$ cat src/sac_pkg.sv
// Purpose: Shared constants for the successive-approximation converter control
// Assumes: Avalon-MM slave with 32-bit data, one word per register
// Notes:   Offsets 0x1f and 0x9f are register indices; byte address is 4x
package sac_pkg;

    localparam logic [7:0] SAC_IDX_CTRL    = 8'h1f;
    localparam logic [7:0] SAC_IDX_PINCFG  = 8'h9f;
    localparam logic [7:0] SAC_IDX_RESULT  = 8'h1e;
    localparam logic [7:0] SAC_IDX_STATUS  = 8'h20;

    localparam logic [7:0] SAC_CTRL_RST    = 8'h00;
    localparam logic [2:0] SAC_PINCFG_RST  = 3'h0;

    // Control field positions
    localparam int SAC_CLKSEL_LSB = 6;
    localparam int SAC_CHSEL_LSB  = 3;
    localparam int SAC_START_BIT  = 2;
    localparam int SAC_ENABLE_BIT = 0;

    // Clock select codes
    localparam logic [1:0] SAC_CLK_DIV2  = 2'h0;
    localparam logic [1:0] SAC_CLK_DIV8  = 2'h1;
    localparam logic [1:0] SAC_CLK_DIV32 = 2'h2;
    localparam logic [1:0] SAC_CLK_RC    = 2'h3;

    // Divider ratios minus one, in core clocks
    localparam logic [4:0] SAC_DIV2_M1  = 5'h01;
    localparam logic [4:0] SAC_DIV8_M1  = 5'h07;
    localparam logic [4:0] SAC_DIV32_M1 = 5'h1f;

    // Half-periods: conversion 9.5 periods, hold-off 2.0 periods
    localparam logic [4:0] SAC_CONV_HALVES = 5'h13;
    localparam logic [4:0] SAC_HOLD_HALVES = 5'h04;
    localparam int         SAC_RES_BITS    = 8;

    // One instruction cycle before an RC-clocked start, in core clocks
    localparam real        SAC_INSTR_NS     = 400.0;
    localparam real        SAC_CLK_MHZ      = 250.0;
    localparam logic [7:0] SAC_INSTR_CYCLES =
        8'(int'(SAC_INSTR_NS * SAC_CLK_MHZ / 1000.0));

    typedef enum logic [1:0] {
        SAC_IDLE  = 2'b00,
        SAC_DELAY = 2'b01,
        SAC_CONV  = 2'b10,
        SAC_HOLD  = 2'b11
    } sac_state_t;

endpackage : sac_pkg

$ cat src/sac_adc_ctrl.sv
// Purpose: Control and sequencing of a four-input 8-bit SAR converter
// Assumes: Comparator answers within one core clock; sleep is a level input
// Notes:   The RC conversion clock arrives as a one-cycle enable pulse
//
// Summary of operation
// [RQ1] Eight-bit result by successive approximation
// [RQ2] Bits 7-6 select osc/2, /8, /32, RC
// [RQ3] Bits 4-3 route one of four inputs
// [RQ4] Setting bit 2 while enabled starts conversion
// [RQ5] Hardware clears bit 2 when done
// [RQ6] Bit 0 enables converter, else powered off
// [RQ7] Control register read/write, resets to zero
// [RQ8] Pin config: three bits, upper read zero
// [RQ9] Config code sets analog/digital pin mapping
// [RQ10] Codes 001, 011, 101 use pin-one reference
// [RQ11] Port read of analog pin returns zero
// [RQ12] Config write may set pin-change, external flags
// [RQ13] Completion loads result, clears busy, sets flag
// [RQ14] Conversion lasts 9.5 bit periods
// [RQ15] Capacitor disconnected 2.0 periods after conversion
// [RQ16] Holding capacitor never discharged between conversions
// [RQ17] Software waits acquisition time before start
// [RQ18] Software configures, enables, acquires, starts, reads
// [RQ19] Software keeps bit period at least 1.6 us
// [RQ20] Converter may run during sleep
// [RQ21] RC waits one instruction; else sleep aborts
// [RQ22] Clearing busy aborts, result kept, 2-period wait
// [RQ23] Reset turns off, aborts, result untouched
// [RQ24] Start ignored while converter disabled
`timescale 1ns/1ps

module sac_adc_ctrl
    import sac_pkg::*;
(
    // Clock and reset
    input  wire logic        clk,
    input  wire logic        nrst,
    // Avalon-MM slave
    input  wire logic [9:0]  avs_address,
    input  wire logic        avs_read,
    input  wire logic        avs_write,
    input  wire logic [31:0] avs_writedata,
    input  wire logic [3:0]  avs_byteenable,
    output logic      [31:0] avs_readdata,
    output logic             avs_waitrequest,
    // Analog front end
    input  wire logic        rc_tick,
    input  wire logic        sleep_mode,
    input  wire logic        comparator_high,
    output logic      [1:0]  analog_mux_sel,
    output logic             sample_switch_on,
    output logic             converter_powered,
    output logic             ref_from_pin_one,
    output logic      [7:0]  dac_code,
    // Port pins (bit 3 is pin four)
    input  wire logic [3:0]  port_pins_in,
    output logic      [3:0]  port_pins_read,
    output logic      [3:0]  pin_analog,
    // Interrupt side effects
    output logic             conversion_done_flag,
    output logic             pin_change_flag_set,
    output logic             external_irq_flag_set
);

    logic [7:0]  converter_control_q;
    logic [2:0]  port_config_code_q;
    logic [7:0]  conversion_result_q;
    logic [7:0]  sar_q;
    logic [3:0]  bit_idx_q;
    sac_state_t  state_q;
    logic [4:0]  div_cnt_q;
    logic        half_q;
    logic [4:0]  halves_q;
    logic [7:0]  dly_q;
    logic        start_pend_q;
    logic        done_q;

    logic [1:0]  clk_sel;
    logic        enabled;
    logic        busy_bit;
    logic        tick;
    logic        div_tick;
    logic [4:0]  div_m1;
    logic        run;
    logic        wr_ctrl;
    logic        wr_cfg;
    logic        rd_ok;
    logic [3:0]  analog_map;
    logic [31:0] rd_word;
    logic        sleep_abort;
    logic        sw_abort;
    logic        finish;

    assign clk_sel  = converter_control_q[SAC_CLKSEL_LSB +: 2];
    assign enabled  = converter_control_q[SAC_ENABLE_BIT];
    assign busy_bit = converter_control_q[SAC_START_BIT];
    // Writes land only at the edge that answers the master, once each
    assign wr_ctrl  = avs_write && avs_byteenable[0] && !avs_waitrequest
                      && avs_address[9:2] == SAC_IDX_CTRL;
    assign wr_cfg   = avs_write && avs_byteenable[0] && !avs_waitrequest
                      && avs_address[9:2] == SAC_IDX_PINCFG;

    // Non-RC sources abort in sleep; RC keeps running
    assign sleep_abort = sleep_mode && clk_sel != SAC_CLK_RC;   // [RQ21] [RQ20]
    assign run         = enabled && !sleep_abort;                // [RQ6]
    assign sw_abort    = wr_ctrl && !avs_writedata[SAC_START_BIT]
                         && (state_q == SAC_CONV || state_q == SAC_DELAY);

    // Clock source selection; each tick is a half conversion period
    always_comb begin
        case (clk_sel)                                           // [RQ2]
            SAC_CLK_DIV2:  div_m1 = SAC_DIV2_M1;
            SAC_CLK_DIV8:  div_m1 = SAC_DIV8_M1;
            SAC_CLK_DIV32: div_m1 = SAC_DIV32_M1;
            default:       div_m1 = SAC_DIV2_M1;
        endcase
    end
    assign div_tick = (div_cnt_q >= (div_m1 >> 1));
    assign tick     = (clk_sel == SAC_CLK_RC) ? rc_tick : div_tick;

    always_ff @(posedge clk) begin
        // Restart the divider before each conversion so that its
        // length does not depend on the phase of a free-running count
        if (!nrst || !run || div_tick
            || state_q == SAC_IDLE || state_q == SAC_DELAY)
            div_cnt_q <= 5'h00;
        else
            div_cnt_q <= div_cnt_q + 5'h01;
    end

    // Pin mapping from configuration code: {pin4, pin2, pin1, pin0}
    always_comb begin
        case (port_config_code_q)                                // [RQ9]
            3'h0, 3'h1: analog_map = 4'hf;
            3'h2, 3'h3: analog_map = 4'h7;
            3'h4, 3'h5: analog_map = 4'h3;
            3'h6:       analog_map = 4'h1;
            default:    analog_map = 4'h0;
        endcase
    end

    // Control register with hardware-owned busy bit
    always_ff @(posedge clk) begin
        if (!nrst) begin
            converter_control_q <= SAC_CTRL_RST;                 // [RQ7] [RQ23]
        end else if (wr_ctrl) begin
            converter_control_q <= avs_writedata[7:0];           // [RQ7]
            if (!enabled || !avs_writedata[SAC_ENABLE_BIT])
                converter_control_q[SAC_START_BIT] <= 1'b0;      // [RQ24]
        end else if (finish || sleep_abort) begin
            converter_control_q[SAC_START_BIT] <= 1'b0;          // [RQ5]
        end
    end

    always_ff @(posedge clk) begin
        if (!nrst)
            port_config_code_q <= SAC_PINCFG_RST;                // [RQ8]
        else if (wr_cfg)
            port_config_code_q <= avs_writedata[2:0];
    end

    // Sequencer: delay, 19 half-periods converting, 4 half-periods hold-off
    assign finish = state_q == SAC_CONV && tick
                    && halves_q == SAC_CONV_HALVES - 5'h01;      // [RQ14]

    always_ff @(posedge clk) begin
        if (!nrst || !run) begin
            state_q      <= SAC_IDLE;                            // [RQ23] [RQ6]
            halves_q     <= 5'h00;
            dly_q        <= 8'h00;
            start_pend_q <= 1'b0;
        end else begin
            start_pend_q <= wr_ctrl && avs_writedata[SAC_START_BIT]
                            && !busy_bit && enabled;             // [RQ4] [RQ24]
            // Idle: sampling; delay: RC settle; conv: decide; hold: isolate
            case (state_q)
                SAC_IDLE: begin
                    if (start_pend_q) begin
                        state_q <= SAC_DELAY;
                        dly_q   <= (clk_sel == SAC_CLK_RC)
                                   ? SAC_INSTR_CYCLES : 8'h00;   // [RQ21]
                    end
                end
                SAC_DELAY: begin
                    if (sw_abort) begin
                        state_q  <= SAC_HOLD;
                        halves_q <= 5'h00;
                    end else if (dly_q == 8'h00) begin
                        state_q  <= SAC_CONV;
                        halves_q <= 5'h00;
                    end else
                        dly_q <= dly_q - 8'h01;
                end
                SAC_CONV: begin
                    if (sw_abort || finish) begin
                        state_q  <= SAC_HOLD;                    // [RQ22] [RQ15]
                        halves_q <= 5'h00;
                    end else if (tick)
                        halves_q <= halves_q + 5'h01;
                end
                SAC_HOLD: begin
                    if (tick && halves_q == SAC_HOLD_HALVES - 5'h01)
                        state_q <= SAC_IDLE;                     // [RQ15] [RQ22]
                    else if (tick)
                        halves_q <= halves_q + 5'h01;
                end
                default: state_q <= SAC_IDLE;
            endcase
        end
    end

    // Successive approximation: one bit decided per full period
    always_ff @(posedge clk) begin
        if (!nrst || state_q != SAC_CONV) begin
            sar_q     <= 8'h80;
            bit_idx_q <= 4'(SAC_RES_BITS - 1);
        end else if (tick && halves_q[0] && bit_idx_q != 4'hf) begin
            sar_q[bit_idx_q[2:0]] <= comparator_high;            // [RQ1]
            if (bit_idx_q != 4'h0)
                sar_q[bit_idx_q[2:0] - 3'h1] <= 1'b1;
            bit_idx_q <= bit_idx_q - 4'h1;
        end
    end

    // Result kept across reset and abort
    // No reset branch on purpose: contents survive a device reset
    always_ff @(posedge clk) begin
        if (finish && run && !sw_abort)
            conversion_result_q <= sar_q;                        // [RQ13] [RQ23]
    end

    always_ff @(posedge clk) begin
        if (!nrst)
            done_q <= 1'b0;
        else
            done_q <= finish && run && !sw_abort;                // [RQ13]
    end

    // Channel routed to the sampler
    always_ff @(posedge clk) begin
        if (!nrst)
            analog_mux_sel <= 2'h0;
        else
            analog_mux_sel <= converter_control_q[SAC_CHSEL_LSB +: 2]; // [RQ3]
    end

    // Never discharged: switch only connects or isolates
    always_ff @(posedge clk) begin
        if (!nrst)
            sample_switch_on <= 1'b0;
        else
            sample_switch_on <= run && state_q == SAC_IDLE; // [RQ16] [RQ15]
    end

    // Power follows enable, dropped by a sleep abort
    always_ff @(posedge clk) begin
        if (!nrst)
            converter_powered <= 1'b0;
        else
            converter_powered <= run;                       // [RQ6] [RQ20]
    end

    // Reference taken from pin one for the odd codes below 7
    always_ff @(posedge clk) begin
        if (!nrst)
            ref_from_pin_one <= 1'b0;
        else
            ref_from_pin_one <= port_config_code_q[0]
                                && port_config_code_q != 3'h7; // [RQ10]
    end

    // Trial code presented to the comparator
    always_ff @(posedge clk) begin
        if (!nrst)
            dac_code <= 8'h00;
        else
            dac_code <= sar_q;                              // [RQ1]
    end

    // Analog map as seen by the pins
    always_ff @(posedge clk) begin
        if (!nrst)
            pin_analog <= 4'hf;
        else
            pin_analog <= analog_map;                       // [RQ9]
    end

    // Analog pins read back as zero
    always_ff @(posedge clk) begin
        if (!nrst)
            port_pins_read <= 4'h0;
        else
            port_pins_read <= port_pins_in & ~analog_map;   // [RQ11]
    end

    // Done pulse, one cycle after the result loads
    always_ff @(posedge clk) begin
        if (!nrst)
            conversion_done_flag <= 1'b0;
        else
            conversion_done_flag <= done_q;                 // [RQ13]
    end

    // Pin-change side effect of a config write
    always_ff @(posedge clk) begin
        if (!nrst)
            pin_change_flag_set <= 1'b0;
        else
            pin_change_flag_set <= wr_cfg;                  // [RQ12]
    end

    // External-interrupt side effect of a config write
    always_ff @(posedge clk) begin
        if (!nrst)
            external_irq_flag_set <= 1'b0;
        else
            external_irq_flag_set <= wr_cfg;                // [RQ12]
    end

    // Bus answer: one wait cycle per access, then data and release
    assign rd_ok = avs_read && avs_waitrequest;

    // Read word for the addressed register; unmapped indices read zero
    always_comb begin
        case (avs_address[9:2])
            SAC_IDX_CTRL:   rd_word = {24'h00_0000, converter_control_q};
            SAC_IDX_PINCFG: rd_word = {29'h0000_0000, port_config_code_q};
            SAC_IDX_RESULT: rd_word = {24'h00_0000, conversion_result_q};
            SAC_IDX_STATUS: rd_word = {28'h000_0000, pin_analog};
            default:        rd_word = 32'h0000_0000;
        endcase
    end

    // Waitrequest drops for exactly one cycle per request
    always_ff @(posedge clk) begin
        if (!nrst)
            avs_waitrequest <= 1'b1;
        else
            avs_waitrequest <= !((avs_read || avs_write) && avs_waitrequest);
    end

    // Read data captured at the taking edge, stands at the answer edge
    always_ff @(posedge clk) begin
        if (!nrst)
            avs_readdata <= 32'h0000_0000;
        else if (rd_ok)
            avs_readdata <= rd_word;
    end

endmodule : sac_adc_ctrl

$ cat config.mk
export PLATFORM = sky130hd
export DESIGN_NAME = sac_adc_ctrl
export DESIGN_NICKNAME = d
export VERILOG_FILES = /design/src/sac_pkg.sv /design/src/sac_adc_ctrl.sv
export SDC_FILE = /design/constraint.sdc
export NUM_CORES = 1
export LEC_CHECK = 0
export BUFFER_PORTS_ARGS = -buffer_cell sky130_fd_sc_hd__buf_2
export CAP_MARGIN = 40
export CORE_AREA = 8 8 95 97
export DETAILED_ROUTE_END_ITERATION = 7
export DIE_AREA = 0 0 103 105
export MAX_ROUTING_LAYER = met4
export PLACE_DENSITY = 0.87
export SLEW_MARGIN = 15
export SYNTH_ARGS = -nofsm -noshare
export SYNTH_HDL_FRONTEND = slang
export SYNTH_SLANG_ARGS = --single-unit
$ cat constraint.sdc
create_clock -name clk -period 5.2 [get_ports clk]
set_input_delay 1.04 -clock clk [delete_from_list [all_inputs] [get_ports clk]]
set_output_delay 1.04 -clock clk [all_outputs]
set_load 0.01 [all_outputs]
==> results.txt, run 1 <==
----------------------------------------------------
[Place]
  Port Buffer Count ... 60
  Post-placement cell area ... 4280 um2
  Final GP Congestion ... 0.865
  Post-detailed-placement half-perimeter wirelength ... 6.70 mm

[Route]
  Total number of vias ... 3309
  Total iterations of the first detailed-routing run ... 6
  # DRC ... 0
  Via-to-Cell Ratio ... 5.52
  Antenna-violating nets left ... 0
  Final Routed Wirelength ... 9.21 mm
  Routed len/inst ... 15.4 um
  Number of DRC markers in iteration 0 ... 186

[Worst setup path]
  Type of element capturing the critical path ... flip-flop
  CP startpoint kind ... flip-flop
  Critical path required time ... 5440 ps
  Worst R2R Setup Slack ... 2130 ps
  Number of cells on the worst reg-to-reg path ... 12
  Worst Path Class, Setup ... flip-flop to flip-flop
  Worst Path Max Fanout ... 10
  Reg2Reg Capture Point ... sar_q[1]$_SDFFE_PP0P_
  Worst endpoint data arrival time ... 3310 ps
  R2R Path Start ... converter_control_q[6]$_SDFFE_PN0P_

[STA]
  Actual slew at the worst max-slew pin ... 666 ps
  Max Freq ... 326 MHz
  Period minus WS final ... 3070 ps
  Setup TNS ... 0 ps
  Final period util ... 58.9%
  Fin. Hold Viols ... 0
  Unrepaired setup endpoints after global routing ... no
  Worst relative slew slack ... 55.3%
  Number of pins with negative max-slew slack in the final report ... 0
  Largest clock skew in the final design ... 16.7 ps
  Total of endpoints with negative setup slack in the final report ... 0

[Status]
  Outcome ... finished clean

[Worst hold path]
  Type of the worst min-delay path ... flip-flop to flip-flop
  Beginning of the worst hold path ... done_q$_SDFF_PN0_
  Worst Hold Endpoint ... conversion_done_flag$_SDFF_PN0_
  Hold Crit Depth ... 1

[Synth]
  Synthesis Warnings ... 0
  Number of distinct library cell variants in the gate-level netlist after synthesis ... 60
  Number of synthesized register bits ... 85
  Area share of the largest cell type after synthesis ... 38.4%
  Number of enable flip-flop cells after synthesis ... 8
  Async set-reset flop share out of synthesis ... 0%
  Primary FF master, synth ... dfxtp_1
  Cell accounting for the most synthesized area ... dfxtp_1
  Post-synth design cell area ... 4020 um2
  Synthesized area per cell ... 9.21 um2
  Leading cell types by total area after synthesis ... dfxtp_1 (38%), edfxtp_1 (6.0%), ha_1 (5.3%)
  Gate count after technology mapping ... 436
  Sequential element share of the synthesized area ... 44.4%

[Pwr]
  Switching pwr ... 272 uW
  Static leakage ... 1.82 nW
  Overall power ... 1.15 mW
  Switching Fraction ... 23.6%
  Sequential share of power ... 57.4%
  Worst supply voltage drop on vdd ... 0.134 mV
  Power share of the clock group ... 39.2%
  Internal power consumption ... 879 uW
  Comb power frac ... 3.4%
  Power density over the cells ... 257 nW/um2

[Cells and area]
  Layout area overhead ... 11.4%
  Post-layout util ... 59.4%
  Share of final-layout standard cells stronger than drive strength 1 ... 18.9%
  # nets final ... 567
  Number of antenna repair diodes ... 0
  Design Area, Final ... 4470 um2

[Die]
  Starting density of the core ... 53.3%
  Die footprint ... 10800 um2
  Top-Level Pins ... 114
  Total core area ... 7530 um2
  Die height ... 105 um
  Number of core rows ... 32
  Width of the chip ... 103 um

[Clocking]
  Hold Buf Count CTS ... 0
  Clock root buffer master ... clkbuf_8
  Largest buffer count on any clock path ... 2
  Post-cts sizing count ... 0
  Clock slew at the register clock pins of the worst setup and hold paths ... 90 ps
  Buffers inserted by post-CTS timing repair ... 0
  Number of H-tree levels ... 3
  Clock sink count ... 85
  Number of buffers added by the clock tree synthesis step ... 9
  Insertion delay of the later-clocked pin in the worst-skew pair ... 360 ps
  Clock tree from TritonCTS ... built

[GRT]
  First-pass GRT wire length ... 15.2 mm
  All-Layer GR Usage ... 17.8%
  Pin count of the biggest net entering global routing ... 26
  Antenna violations before repair ... 0
  Number of global-route vias before repair ... 3224
  Total grt overflow ... 0

[Flow run]
  Max capacitance violation total ... 0

----------------------------------------------------
sequential cells by signal (all words and copies together), names as in the netlist:
signal	cells
converter_control_q	8
port_pins_read	4
conversion_done_flag	1
ref_from_pin_one	1
sample_switch_on	1
sar_q	8
port_config_code_q	3
conversion_result_q	8
avs_readdata	8
external_irq_flag_set	1
bit_idx_q	4
halves_q	5
dly_q	8
analog_mux_sel	2
pin_analog	4
div_cnt_q	5
start_pend_q	1
done_q	1
state_q	2
dac_code	8
avs_waitrequest	1
converter_powered	1
layer usage:
layer / track usage [%] / part of all wire (%) / vias to the layer above
li1: - / - / 1598
met1: 20.6 / 40 / 1551
met2: 28.7 / 50 / 140
met3: 3.85 / 7.5 / 20
met4: 7.45 / 2.6 / 0
met5: - / 0 / -
cells by family (layout without fill, tap and decap cells):
kind of cell,count (synthesis),count (layout),share of synthesized area (%)
other,1,24,0.0934
XOR/XNOR,13,13,2.84
AO/OA/AOI/OAI,85,85,15.0
buffers and inverters,61,100,8.54
multiplexers,5,5,1.28
flip-flops,85,85,44.4
AND/OR/NAND/NOR,169,169,22.6
adder cells (fa/ha/maj),17,17,5.30
worst max-delay path, stage by stage (launching register included):
cell     delay, ps
dfxtp_1        410
inv_1           60
ha_1           300
ha_1           270
and4b_1        230
a21oi_2         90
a21oi_4        300
ha_1           270
and2_1         340
nand2_1        140
nor3_1         230
mux2i_1        210
a21oi_1         80
power by group through the flow:
stage	registers, mW	logic, mW	clock network, mW
after global placement	0.676	0.0373	0
after CTS	0.660	0.0385	0.456
after floorplan	0.676	0.0329	0
after global routing	0.661	0.0435	0.487
after detailed placement	0.676	0.0380	0
final	0.661	0.0393	0.451
through the flow:
stage                     hold WS, ps  std cells  worst slack, ps
final                             443        600             2130
after floorplan                   392        459             2570
after detailed placement          428        584             2170
after global routing              466        600             1900
after global placement            414        584             2240
after CTS                         446        600             2180
final cells by class:
type,count,area [um2]
clock buffer,11,153
clock inverter,5,43.8
fill,649,3050
inverter,24,90.1
multi-input combinational,313,1980
sequential,85,1780
tap,102,128
timing repair buffer,60,300
worst max-delay path by stage:
| stage | slack [ps] | endpoint | start | cells after the start |
|---|---|---|---|---|
| detailed placement | 2170 | sar_q[1]$_SDFFE_PP0P_ | converter_control_q[6]$_SDFFE_PN0P_ | 12 |
| floorplan | 2570 | sar_q[1]$_SDFFE_PP0P_ | converter_control_q[6]$_SDFFE_PN0P_ | 13 |
| finish | 2130 | sar_q[1]$_SDFFE_PP0P_ | converter_control_q[6]$_SDFFE_PN0P_ | 12 |
| global route | 1900 | sar_q[1]$_SDFFE_PP0P_ | converter_control_q[6]$_SDFFE_PN0P_ | 12 |
| global placement | 2240 | sar_q[1]$_SDFFE_PP0P_ | converter_control_q[6]$_SDFFE_PN0P_ | 12 |
| CTS | 2180 | sar_q[1]$_SDFFE_PP0P_ | converter_control_q[6]$_SDFFE_PN0P_ | 12 |
cells in the mapped netlist, types with 3 or more instances:
master     n
dfxtp_1   77
nand2_1   44
nor2_1    37
buf_4     25
a21oi_1   24
inv_1     22
ha_1      17
nand3_1   16
and2_1    15
xor2_1    11
edfxtp_1   8
nand4_1    8
nor3_1     8
and3_1     7
nor2b_1    7
clkbuf_1   6
o21ai_0    6
a22oi_1    5
o21ai_1    5
a21o_1     4
a222oi_1   4
a22o_1     4
a31oi_1    4
buf_2      4
mux2i_1    4
nand2b_1   4
nand3b_1   4
nor4_1     4
a211oi_1   3
a211oi_2   3
a21boi_1   3
a21oi_2    3
o211ai_1   3
o31ai_1    3
layout by cell type (no fill, tap or decap), types with 4 or more instances in the layout:
| cell | count |
|---|---|
| edfxtp_1 | 8 |
| nor3_1 | 8 |
| a22o_1 | 4 |
| ha_1 | 17 |
| a21o_1 | 4 |
| a22oi_1 | 5 |
| and2_1 | 15 |
| clkbuf_8 | 9 |
| buf_2 | 60 |
| nand3b_1 | 4 |
| xor2_1 | 11 |
| nor4_1 | 4 |
| o21ai_0 | 6 |
| nand3_1 | 16 |
| conb_1 | 24 |
| nand2_1 | 44 |
| inv_1 | 22 |
| nor2b_1 | 7 |
| and3_1 | 7 |
| a31oi_1 | 4 |
| o21ai_1 | 5 |
| nand2b_1 | 4 |
| a222oi_1 | 4 |
| mux2i_1 | 4 |
| nand4_1 | 8 |
| dfxtp_1 | 77 |
| nor2_1 | 37 |
| a21oi_1 | 24 |
Power figures use the tool's default switching activity.
==> run 2: changes to the inputs <==
--- a/config.mk
+++ b/config.mk
@@ -5,13 +5,14 @@
 export SDC_FILE = /design/constraint.sdc
 export NUM_CORES = 1
 export LEC_CHECK = 0
+export ABC_AREA = 1
 export BUFFER_PORTS_ARGS = -buffer_cell sky130_fd_sc_hd__buf_2
 export CAP_MARGIN = 40
-export CORE_AREA = 8 8 95 97
+export CORE_AREA = 8 8 104 106
 export DETAILED_ROUTE_END_ITERATION = 7
-export DIE_AREA = 0 0 103 105
+export DIE_AREA = 0 0 112 114
 export MAX_ROUTING_LAYER = met4
-export PLACE_DENSITY = 0.87
+export PLACE_DENSITY = 0.79
 export SLEW_MARGIN = 15
 export SYNTH_ARGS = -nofsm -noshare
 export SYNTH_HDL_FRONTEND = slang
==> constraint.sdc (replaced) <==
create_clock -name clk -period 2.5 [get_ports clk]
set_input_delay 0.5 -clock clk [delete_from_list [all_inputs] [get_ports clk]]
set_output_delay 0.5 -clock clk [all_outputs]
set_load 0.01 [all_outputs]
==> run 2 against run 1 <==
Effect of this change:
- clock skew decreased by 4.6 ps
- critical endpoint is now conversion_result_q[7]$_DFFE_PP_
- sequential power up 110%
- non-clock buffer count grew 8
- critical path depth grew 1
- combinational power up 110%
- critical path type unchanged
- total power is 100% higher
- hold slack got worse by 91 ps
- sequential share of layout area is 2.1 points lower
- core utilization down 7.5 points
- register-to-register slack got worse by 1900 ps
- die area up 18%
==> results.txt, run 2 <==
----------------------------------------------------
[Die]
  Total core area ... 9110 um2 (was 7530 um2)
  Number of core rows ... 35 (was 32)
  Top-Level Pins ... 114 (unchanged)
  Die height ... 114 um (was 105 um)
  Width of the chip ... 112 um (was 103 um)
  Starting density of the core ... 45.6% (was 53.3%)
  Die footprint ... 12800 um2 (was 10800 um2)

[Worst setup path]
  Critical path required time ... 2560 ps (was 5440 ps)
  Worst Path Class, Setup ... flip-flop to flip-flop (unchanged)
  CP startpoint kind ... flip-flop (unchanged)
  Type of element capturing the critical path ... flip-flop (unchanged)
  Launching instance or port of the critical path ... converter_control_q[6]$_SDFFE_PN0P_ (unchanged)
  Worst endpoint data arrival time ... 2360 ps (was 3310 ps)
  R2R Path Start ... converter_control_q[6]$_SDFFE_PN0P_ (unchanged)
  Worst Path Max Fanout ... 8 (was 10)
  Worst R2R Setup Slack ... 190 ps (was 2130 ps)

[Synth]
  Number of distinct library cell variants in the gate-level netlist after synthesis ... 38 (was 60)
  Synthesized area per cell ... 7.34 um2 (was 9.21 um2)
  Most frequent cell after synthesis ... nand2_1 (was dfxtp_1)
  Post-synth design cell area ... 4160 um2 (was 4020 um2)
  Top cell types by occurrence after synthesis ... nand2_1 (134), inv_1 (78), dfxtp_1 (77) (was dfxtp_1 (77), nand2_1 (44), nor2_1 (37))
  Number of synthesized register bits ... 85 (unchanged)
  Gate count after technology mapping ... 566 (was 436)
  Primary FF master, synth ... dfxtp_1 (unchanged)
  Cell accounting for the most synthesized area ... dfxtp_1 (unchanged)
  Number of enable flip-flop cells after synthesis ... 8 (unchanged)
  Leading cell types by total area after synthesis ... dfxtp_1 (37%), nand2_1 (12%), inv_1 (7.0%) (was dfxtp_1 (38%), edfxtp_1 (6.0%), ha_1 (5.3%))
  Sequential element share of the synthesized area ... 42.9% (was 44.4%)
  Synthesis Warnings ... 0 (unchanged)
  Async set-reset flop share out of synthesis ... 0% (unchanged)
  Area share of the largest cell type after synthesis ... 37.1% (was 38.4%)

[GRT]
  Number of global-route vias before repair ... 3398 (was 3224)
  Pin count of the biggest net entering global routing ... 27 (was 26)
  First-pass GRT wire length ... 15.4 mm (was 15.2 mm)
  Total grt overflow ... 0 (unchanged)
  Antenna violations before repair ... 0 (unchanged)
  All-Layer GR Usage ... 14.7% (was 17.8%)

[STA]
  Fin. Hold Viols ... 0 (unchanged)
  Actual slew at the worst max-slew pin ... 572 ps (was 666 ps)
  Unrepaired setup endpoints after global routing ... no (unchanged)
  Largest clock skew in the final design ... 12.1 ps (was 16.7 ps)
  Number of pins with negative max-slew slack in the final report ... 0 (unchanged)
  Final period util ... 92.3% (was 58.9%)
  Worst relative slew slack ... 61.5% (was 55.3%)
  Period minus WS final ... 2310 ps (was 3070 ps)
  Total of endpoints with negative setup slack in the final report ... 0 (unchanged)
  Max Freq ... 434 MHz (was 326 MHz)

[Route]
  # DRC ... 0 (unchanged)
  Antenna-violating nets left ... 0 (unchanged)
  Number of DRC markers in iteration 0 ... 277 (was 186)
  Total iterations of the first detailed-routing run ... 5 (was 6)
  Routed len/inst ... 12.2 um (was 15.4 um)
  Total number of vias ... 3649 (was 3309)
  Final Routed Wirelength ... 9.17 mm (was 9.21 mm)
  Via-to-Cell Ratio ... 4.87 (was 5.52)

[Cells and area]
  Share of final-layout standard cells stronger than drive strength 1 ... 17.6% (was 18.9%)
  Post-layout util ... 51.9% (was 59.4%)
  Most common cell after layout, fill and taps aside ... nand2_1 (was dfxtp_1)
  # nets final ... 707 (was 567)
  Layout area overhead ... 13.8% (was 11.4%)
  Commonest non-fill, non-tap cells in the layout ... nand2_1 (132), inv_1 (76), dfxtp_1 (76) (was dfxtp_1 (77), buf_2 (60), nand2_1 (44))
  Design Area, Final ... 4730 um2 (was 4470 um2)
  Number of antenna repair diodes ... 0 (unchanged)

[Clocking]
  Number of buffers added by the clock tree synthesis step ... 9 (unchanged)
  Largest buffer count on any clock path ... 2 (unchanged)
  Number of H-tree levels ... 3 (unchanged)
  Clock root buffer master ... clkbuf_8 (unchanged)
  Buffers inserted by post-CTS timing repair ... 0 (unchanged)
  Insertion delay of the later-clocked pin in the worst-skew pair ... 350 ps (was 360 ps)
  Clock slew at the register clock pins of the worst setup and hold paths ... 90 ps (about the same)
  Clock sink count ... 85 (unchanged)
  Clock tree from TritonCTS ... built (unchanged)

[Pwr]
  Static leakage ... 2.39 nW (was 1.82 nW)
  Power density over the cells ... 492 nW/um2 (was 257 nW/um2)
  Worst supply voltage drop on vdd ... 0.306 mV (was 0.134 mV)

[Place]
  Final GP Congestion ... 0.919 (was 0.865)
  Post-placement cell area ... 4500 um2 (was 4280 um2)
  Post-detailed-placement half-perimeter wirelength ... 7.20 mm (was 6.70 mm)
  Port Buffer Count ... 60 (unchanged)

[Worst hold path]
  Beginning of the worst hold path ... port_pins_in[1] (was done_q$_SDFF_PN0_)
  Type of the worst min-delay path ... primary input to flip-flop (was flip-flop to flip-flop)

[Flow run]
  Max capacitance violation total ... 0 (unchanged)

[Status]
  Outcome ... finished clean (unchanged)

----------------------------------------------------
## run 2: path summary, 6_finish.rpt
check                                           to  cells past startpoint
setup / recovery  conversion_result_q[7]$_DFFE_PP_                     13
hold / removal        port_pins_read[1]$_SDFF_PN0_                      3
setup reg to reg  conversion_result_q[7]$_DFFE_PP_                     13
hold reg to reg       analog_mux_sel[1]$_SDFF_PN0_                      2
## run 2: metal layers
metal / global-route usage (%) / vias up / part of all wire [%]
li1: - / 1884 / -
met1: 16.5 / 1646 / 42
met2: 24.5 / 105 / 49
met3: 3.91 / 14 / 6.3
met4: 5.85 / 0 / 1.8
met5: - / - / 0
## run 2: logic make-up after synthesis
logic type | synth area share, %
AND/OR/NAND/NOR | 26.4
buffers and inverters | 13.4
flip-flops | 42.9
AO/OA/AOI/OAI | 9.97
adder cells (fa/ha/maj) | 5.12
XOR/XNOR | 2.08
other | 0.0902
## run 2: critical path, cell delays in order (launching register included)
cell     delay, ps
dfxtp_2        340
inv_1           60
ha_1           310
ha_1           280
nand2_1         50
inv_1           40
nand3_1         80
nand3_1        100
nand2_1         90
nand2_4        110
buf_4          140
nand4_1         90
nor2_1         140
buf_4          180
## run 2: final cells by class
cell class / count / area, um2
Fill cell: 861 / 4380
Sequential cell: 85 / 1780
Tap cell: 111 / 139
Multi-Input combinational cell: 384 / 1950
Inverter: 85 / 319
Clock buffer: 10 / 128
Clock inverter: 6 / 46.3
Timing Repair Buffer: 68 / 360
## run 2: through the flow
step | power [mW] | TNS, ps | instances | hold WS [ps] | worst slack [ps]
global route | 2.42 | 0 | 749 | 350 | 14.1
global placement | 1.49 | 0 | 733 | 409 | 82.1
detailed placement | 1.49 | -19.1 | 733 | 422 | -14.2
CTS | 2.35 | 0 | 749 | 339 | 60.2
finish | 2.33 | 0 | 749 | 352 | 194
floorplan | 1.48 | 0 | 589 | 390 | 85.4
## run 2: report_power, final
group	total [mW]	internal (mW)	leakage [nW]	switching (mW)
Clock	0.868	0.368	0.0833	0.500
Sequential	1.37	1.37	0.708	0.00217
Combinational	0.0841	0.0248	1.60	0.0594
Total	2.33	1.77	2.39	0.561
## run 2: repair_timing
action / CTS / global route
endpoints found under the setup margin: 2 / 18
cloned: 0 / 0
hold buffers: 0 / 0
resized for setup: 1 / 16
==> run 3: changes to the inputs <==
==> constraint.sdc (replaced) <==
create_clock -name clk -period 2.12 [get_ports clk]
set_input_delay 0.424 -clock clk [delete_from_list [all_inputs] [get_ports clk]]
set_output_delay 0.424 -clock clk [all_outputs]
set_load 0.01 [all_outputs]
==> run 3 against run 2 <==
Effect of this change:
- the run now ends with negative setup slack left
- die area unchanged
- clock skew shrank 1.4 ps
- combinational power up 24%
- critical path type unchanged
==> results.txt, run 3 (synthesized netlist as in run 2, its figures left out) <==
----------------------------------------------------
[Status]
  Outcome ... complete, but fails checks (was finished clean)
  Violations in the final reports ... negative setup slack

[Cells and area]
  Share of final-layout standard cells stronger than drive strength 1 ... 24.7% (was 17.6%)
  Layout area overhead ... 23.2% (was 13.8%)
  Fillcell total ... 838 (was 861)
  Number of antenna repair diodes ... 0 (unchanged)
  # nets final ... 725 (was 707)
  Post-layout util ... 56.2% (was 51.9%)
  Multi-input gate area ... 2120 um2 (was 1950 um2)
  Commonest non-fill, non-tap cells in the layout ... nand2_1 (128), dfxtp_1 (75), inv_1 (71) (was nand2_1 (132), inv_1 (76), dfxtp_1 (76))
  Most common cell after layout, fill and taps aside ... nand2_1 (unchanged)
  FF/Latch Area ... 1780 um2 (about the same)

[Flow run]
  Max capacitance violation total ... 0 (unchanged)

[GRT]
  First-pass GRT wire length ... 16.9 mm (was 15.4 mm)
  All-Layer GR Usage ... 16.6% (was 14.7%)
  Number of global-route vias before repair ... 3740 (was 3398)
  Layer with the highest usage after global routing ... met2 (unchanged)
  Global-route track usage on met1 ... 16.9% (was 16.5%)
  Total grt overflow ... 0 (unchanged)
  Pin count of the biggest net entering global routing ... 19 (was 27)
  Met3 capacity usage during global routing ... 3.96% (was 3.91%)
  Antenna violations before repair ... 0 (unchanged)
  Met2 Usage GRT ... 30.5% (was 24.5%)

[Worst hold path]
  Hold Crit Depth ... 3 (unchanged)
  Type of the worst min-delay path ... primary input to flip-flop (unchanged)
  Beginning of the worst hold path ... port_pins_in[2] (was port_pins_in[1])
  Worst Hold Endpoint ... port_pins_read[2]$_SDFF_PN0_ (was port_pins_read[1]$_SDFF_PN0_)

[Route]
  Total iterations of the first detailed-routing run ... 4 (was 5)
  Total number of vias ... 3792 (was 3649)
  Final Routed Wirelength ... 10.3 mm (was 9.17 mm)
  # DRC ... 0 (unchanged)
  Routed len/inst ... 13.4 um (was 12.2 um)
  Via-to-Cell Ratio ... 4.94 (was 4.87)
  Antenna-violating nets left ... 0 (unchanged)
  Number of DRC markers in iteration 0 ... 224 (was 277)

[Clocking]
  Number of H-tree levels ... 3 (unchanged)
  Insertion delay of the later-clocked pin in the worst-skew pair ... 360 ps (was 350 ps)
  Hold Buf Count CTS ... 0 (unchanged)
  Clock tree from TritonCTS ... built (unchanged)
  Clock slew at the register clock pins of the worst setup and hold paths ... 90 ps (about the same)
  Largest buffer count on any clock path ... 2 (unchanged)
  Number of buffers added by the clock tree synthesis step ... 9 (unchanged)
  Clock sink count ... 85 (unchanged)
  Clock root buffer master ... clkbuf_8 (unchanged)

[STA]
  Number of pins with negative max-slew slack in the final report ... 0 (unchanged)
  Total of endpoints with negative setup slack in the final report ... 12 (was 0)
  Period minus WS final ... 2200 ps (was 2310 ps)
  Final period util ... 104% (was 92.3%)
  Max Freq ... 454 MHz (was 434 MHz)
  Setup TNS ... -672 ps (was 0 ps)
  Final critical-path setup slack ... -83.6 ps (was 194 ps)
  Worst relative slew slack ... 57.3% (was 61.5%)
  Unrepaired setup endpoints after global routing ... yes (was no)
  Fin. Hold Viols ... 0 (unchanged)
  Largest clock skew in the final design ... 10.7 ps (was 12.1 ps)
  Actual slew at the worst max-slew pin ... 634 ps (was 572 ps)

[Place]
  Final GP Congestion ... 0.941 (was 0.919)
  Port Buffer Count ... 60 (unchanged)
  Post-detailed-placement half-perimeter wirelength ... 7.56 mm (was 7.20 mm)

[Worst setup path]
  Worst Path Class, Setup ... flip-flop to flip-flop (unchanged)
  R2R Path Start ... converter_control_q[6]$_SDFFE_PN0P_ (unchanged)
  CP startpoint kind ... flip-flop (unchanged)
  Worst R2R Setup Slack ... -80 ps (was 190 ps)
  Critical path required time ... 2390 ps (was 2560 ps)
  Reg2Reg Capture Point ... sar_q[6]$_SDFFE_PP0P_ (was conversion_result_q[7]$_DFFE_PP_)
  Worst Path Max Fanout ... 4 (was 8)
  Number of cells on the worst reg-to-reg path ... 18 (was 13)
  Worst endpoint data arrival time ... 2470 ps (was 2360 ps)
  Type of element capturing the critical path ... flip-flop (unchanged)

[Die]
  Number of core rows ... 35 (unchanged)
  Starting density of the core ... 45.6% (unchanged)
  Die footprint ... 12800 um2 (unchanged)
  Width of the chip ... 112 um (unchanged)
  Die height ... 114 um (unchanged)
  Total core area ... 9110 um2 (unchanged)
  Top-Level Pins ... 114 (unchanged)

[Pwr]
  Power density over the cells ... 588 nW/um2 (was 492 nW/um2)
  Worst supply voltage drop on vdd ... 0.377 mV (was 0.306 mV)
  Static leakage ... 2.52 nW (was 2.39 nW)

----------------------------------------------------
## run 3: cell count changes in the layout (fill, tap and decap cells not counted), sizes merged
cell,delta
buf,+18
bufinv,+2
clkbuf,+1
clkinv,-1
clkinvlp,-1
inv,-1
## run 3: how the worst max path moves through the flow
stage / slack [ps] / startpoint / endpoint
after floorplan: -30 / converter_control_q[6]$_SDFFE_PN0P_ / sar_q[1]$_SDFFE_PP0P_
after global placement: -130 / converter_control_q[6]$_SDFFE_PN0P_ / conversion_result_q[4]$_DFFE_PP_
after detailed placement: -180 / converter_control_q[6]$_SDFFE_PN0P_ / conversion_result_q[5]$_DFFE_PP_
after CTS: -90 / converter_control_q[6]$_SDFFE_PN0P_ / conversion_result_q[7]$_DFFE_PP_
after global routing: -150 / converter_control_q[6]$_SDFFE_PN0P_ / sar_q[6]$_SDFFE_PP0P_
final: -80 / converter_control_q[6]$_SDFFE_PN0P_ / sar_q[6]$_SDFFE_PP0P_
## run 3: layout make-up
| cell class | count | share of cell area (%) |
|---|---|---|
| inverter | 85 | 6.38 |
| timing repair buffer | 86 | 10.4 |
| clock inverter | 5 | 1.59 |
| clock buffer | 11 | 2.76 |
| multi-input combinational | 384 | 41.3 |
| tap | 111 | 2.71 |
| sequential | 85 | 34.8 |
## run 3: metrics by stage
| stage | setup slack, ps | area (um2) | power (mW) | hold slack (ps) | instances |
|---|---|---|---|---|---|
| final | -83.6 | 5120 | 3.01 | 268 | 767 |
| after global routing | -155 | 5120 | 3.11 | 262 | 767 |
| after CTS | -85.3 | 5000 | 3.03 | 254 | 765 |
| after detailed placement | -181 | 4610 | 1.76 | 426 | 739 |
| after global placement | -132 | 4610 | 1.76 | 414 | 739 |
| after floorplan | -29.1 | 4280 | 1.75 | 390 | 589 |
## run 3: layer usage
layer / vias up / routed length, um
met4: 0 / 183
met3: 15 / 438
met1: 1780 / 4240
li1: 1920 / -
met5: - / 0
met2: 77 / 5430
## run 3: where the power goes
part           switching, mW  internal [mW]  total [mW]
Combinational         0.0734         0.0310       0.104
Sequential           0.00318           1.62        1.62
Clock                  0.588          0.699        1.29
Total                  0.665           2.35        3.01
## run 3: worst max-delay path: stages (launching register included)
cell and delay (ps):
dfxtp_2 340, inv_2 50, ha_4 270, inv_4 40, ha_4 250, inv_2 30
nand2_2 50, nand3_2 80, nand3_2 90, nand2_2 70, nand2_4 90, ha_4 150
nand2_4 80, nor2_4 140, inv_2 80, o21ai_1 130, o21ai_1 80, nand2_1 60
inv_1 30
## run 3: repair_timing
action                                  CTS  global route
endpoints found under the setup margin   19            34
endpoints found under the hold margin     0             0
pin swaps                                13            11
gates resized for setup                  26            31
setup buffers                            10             4
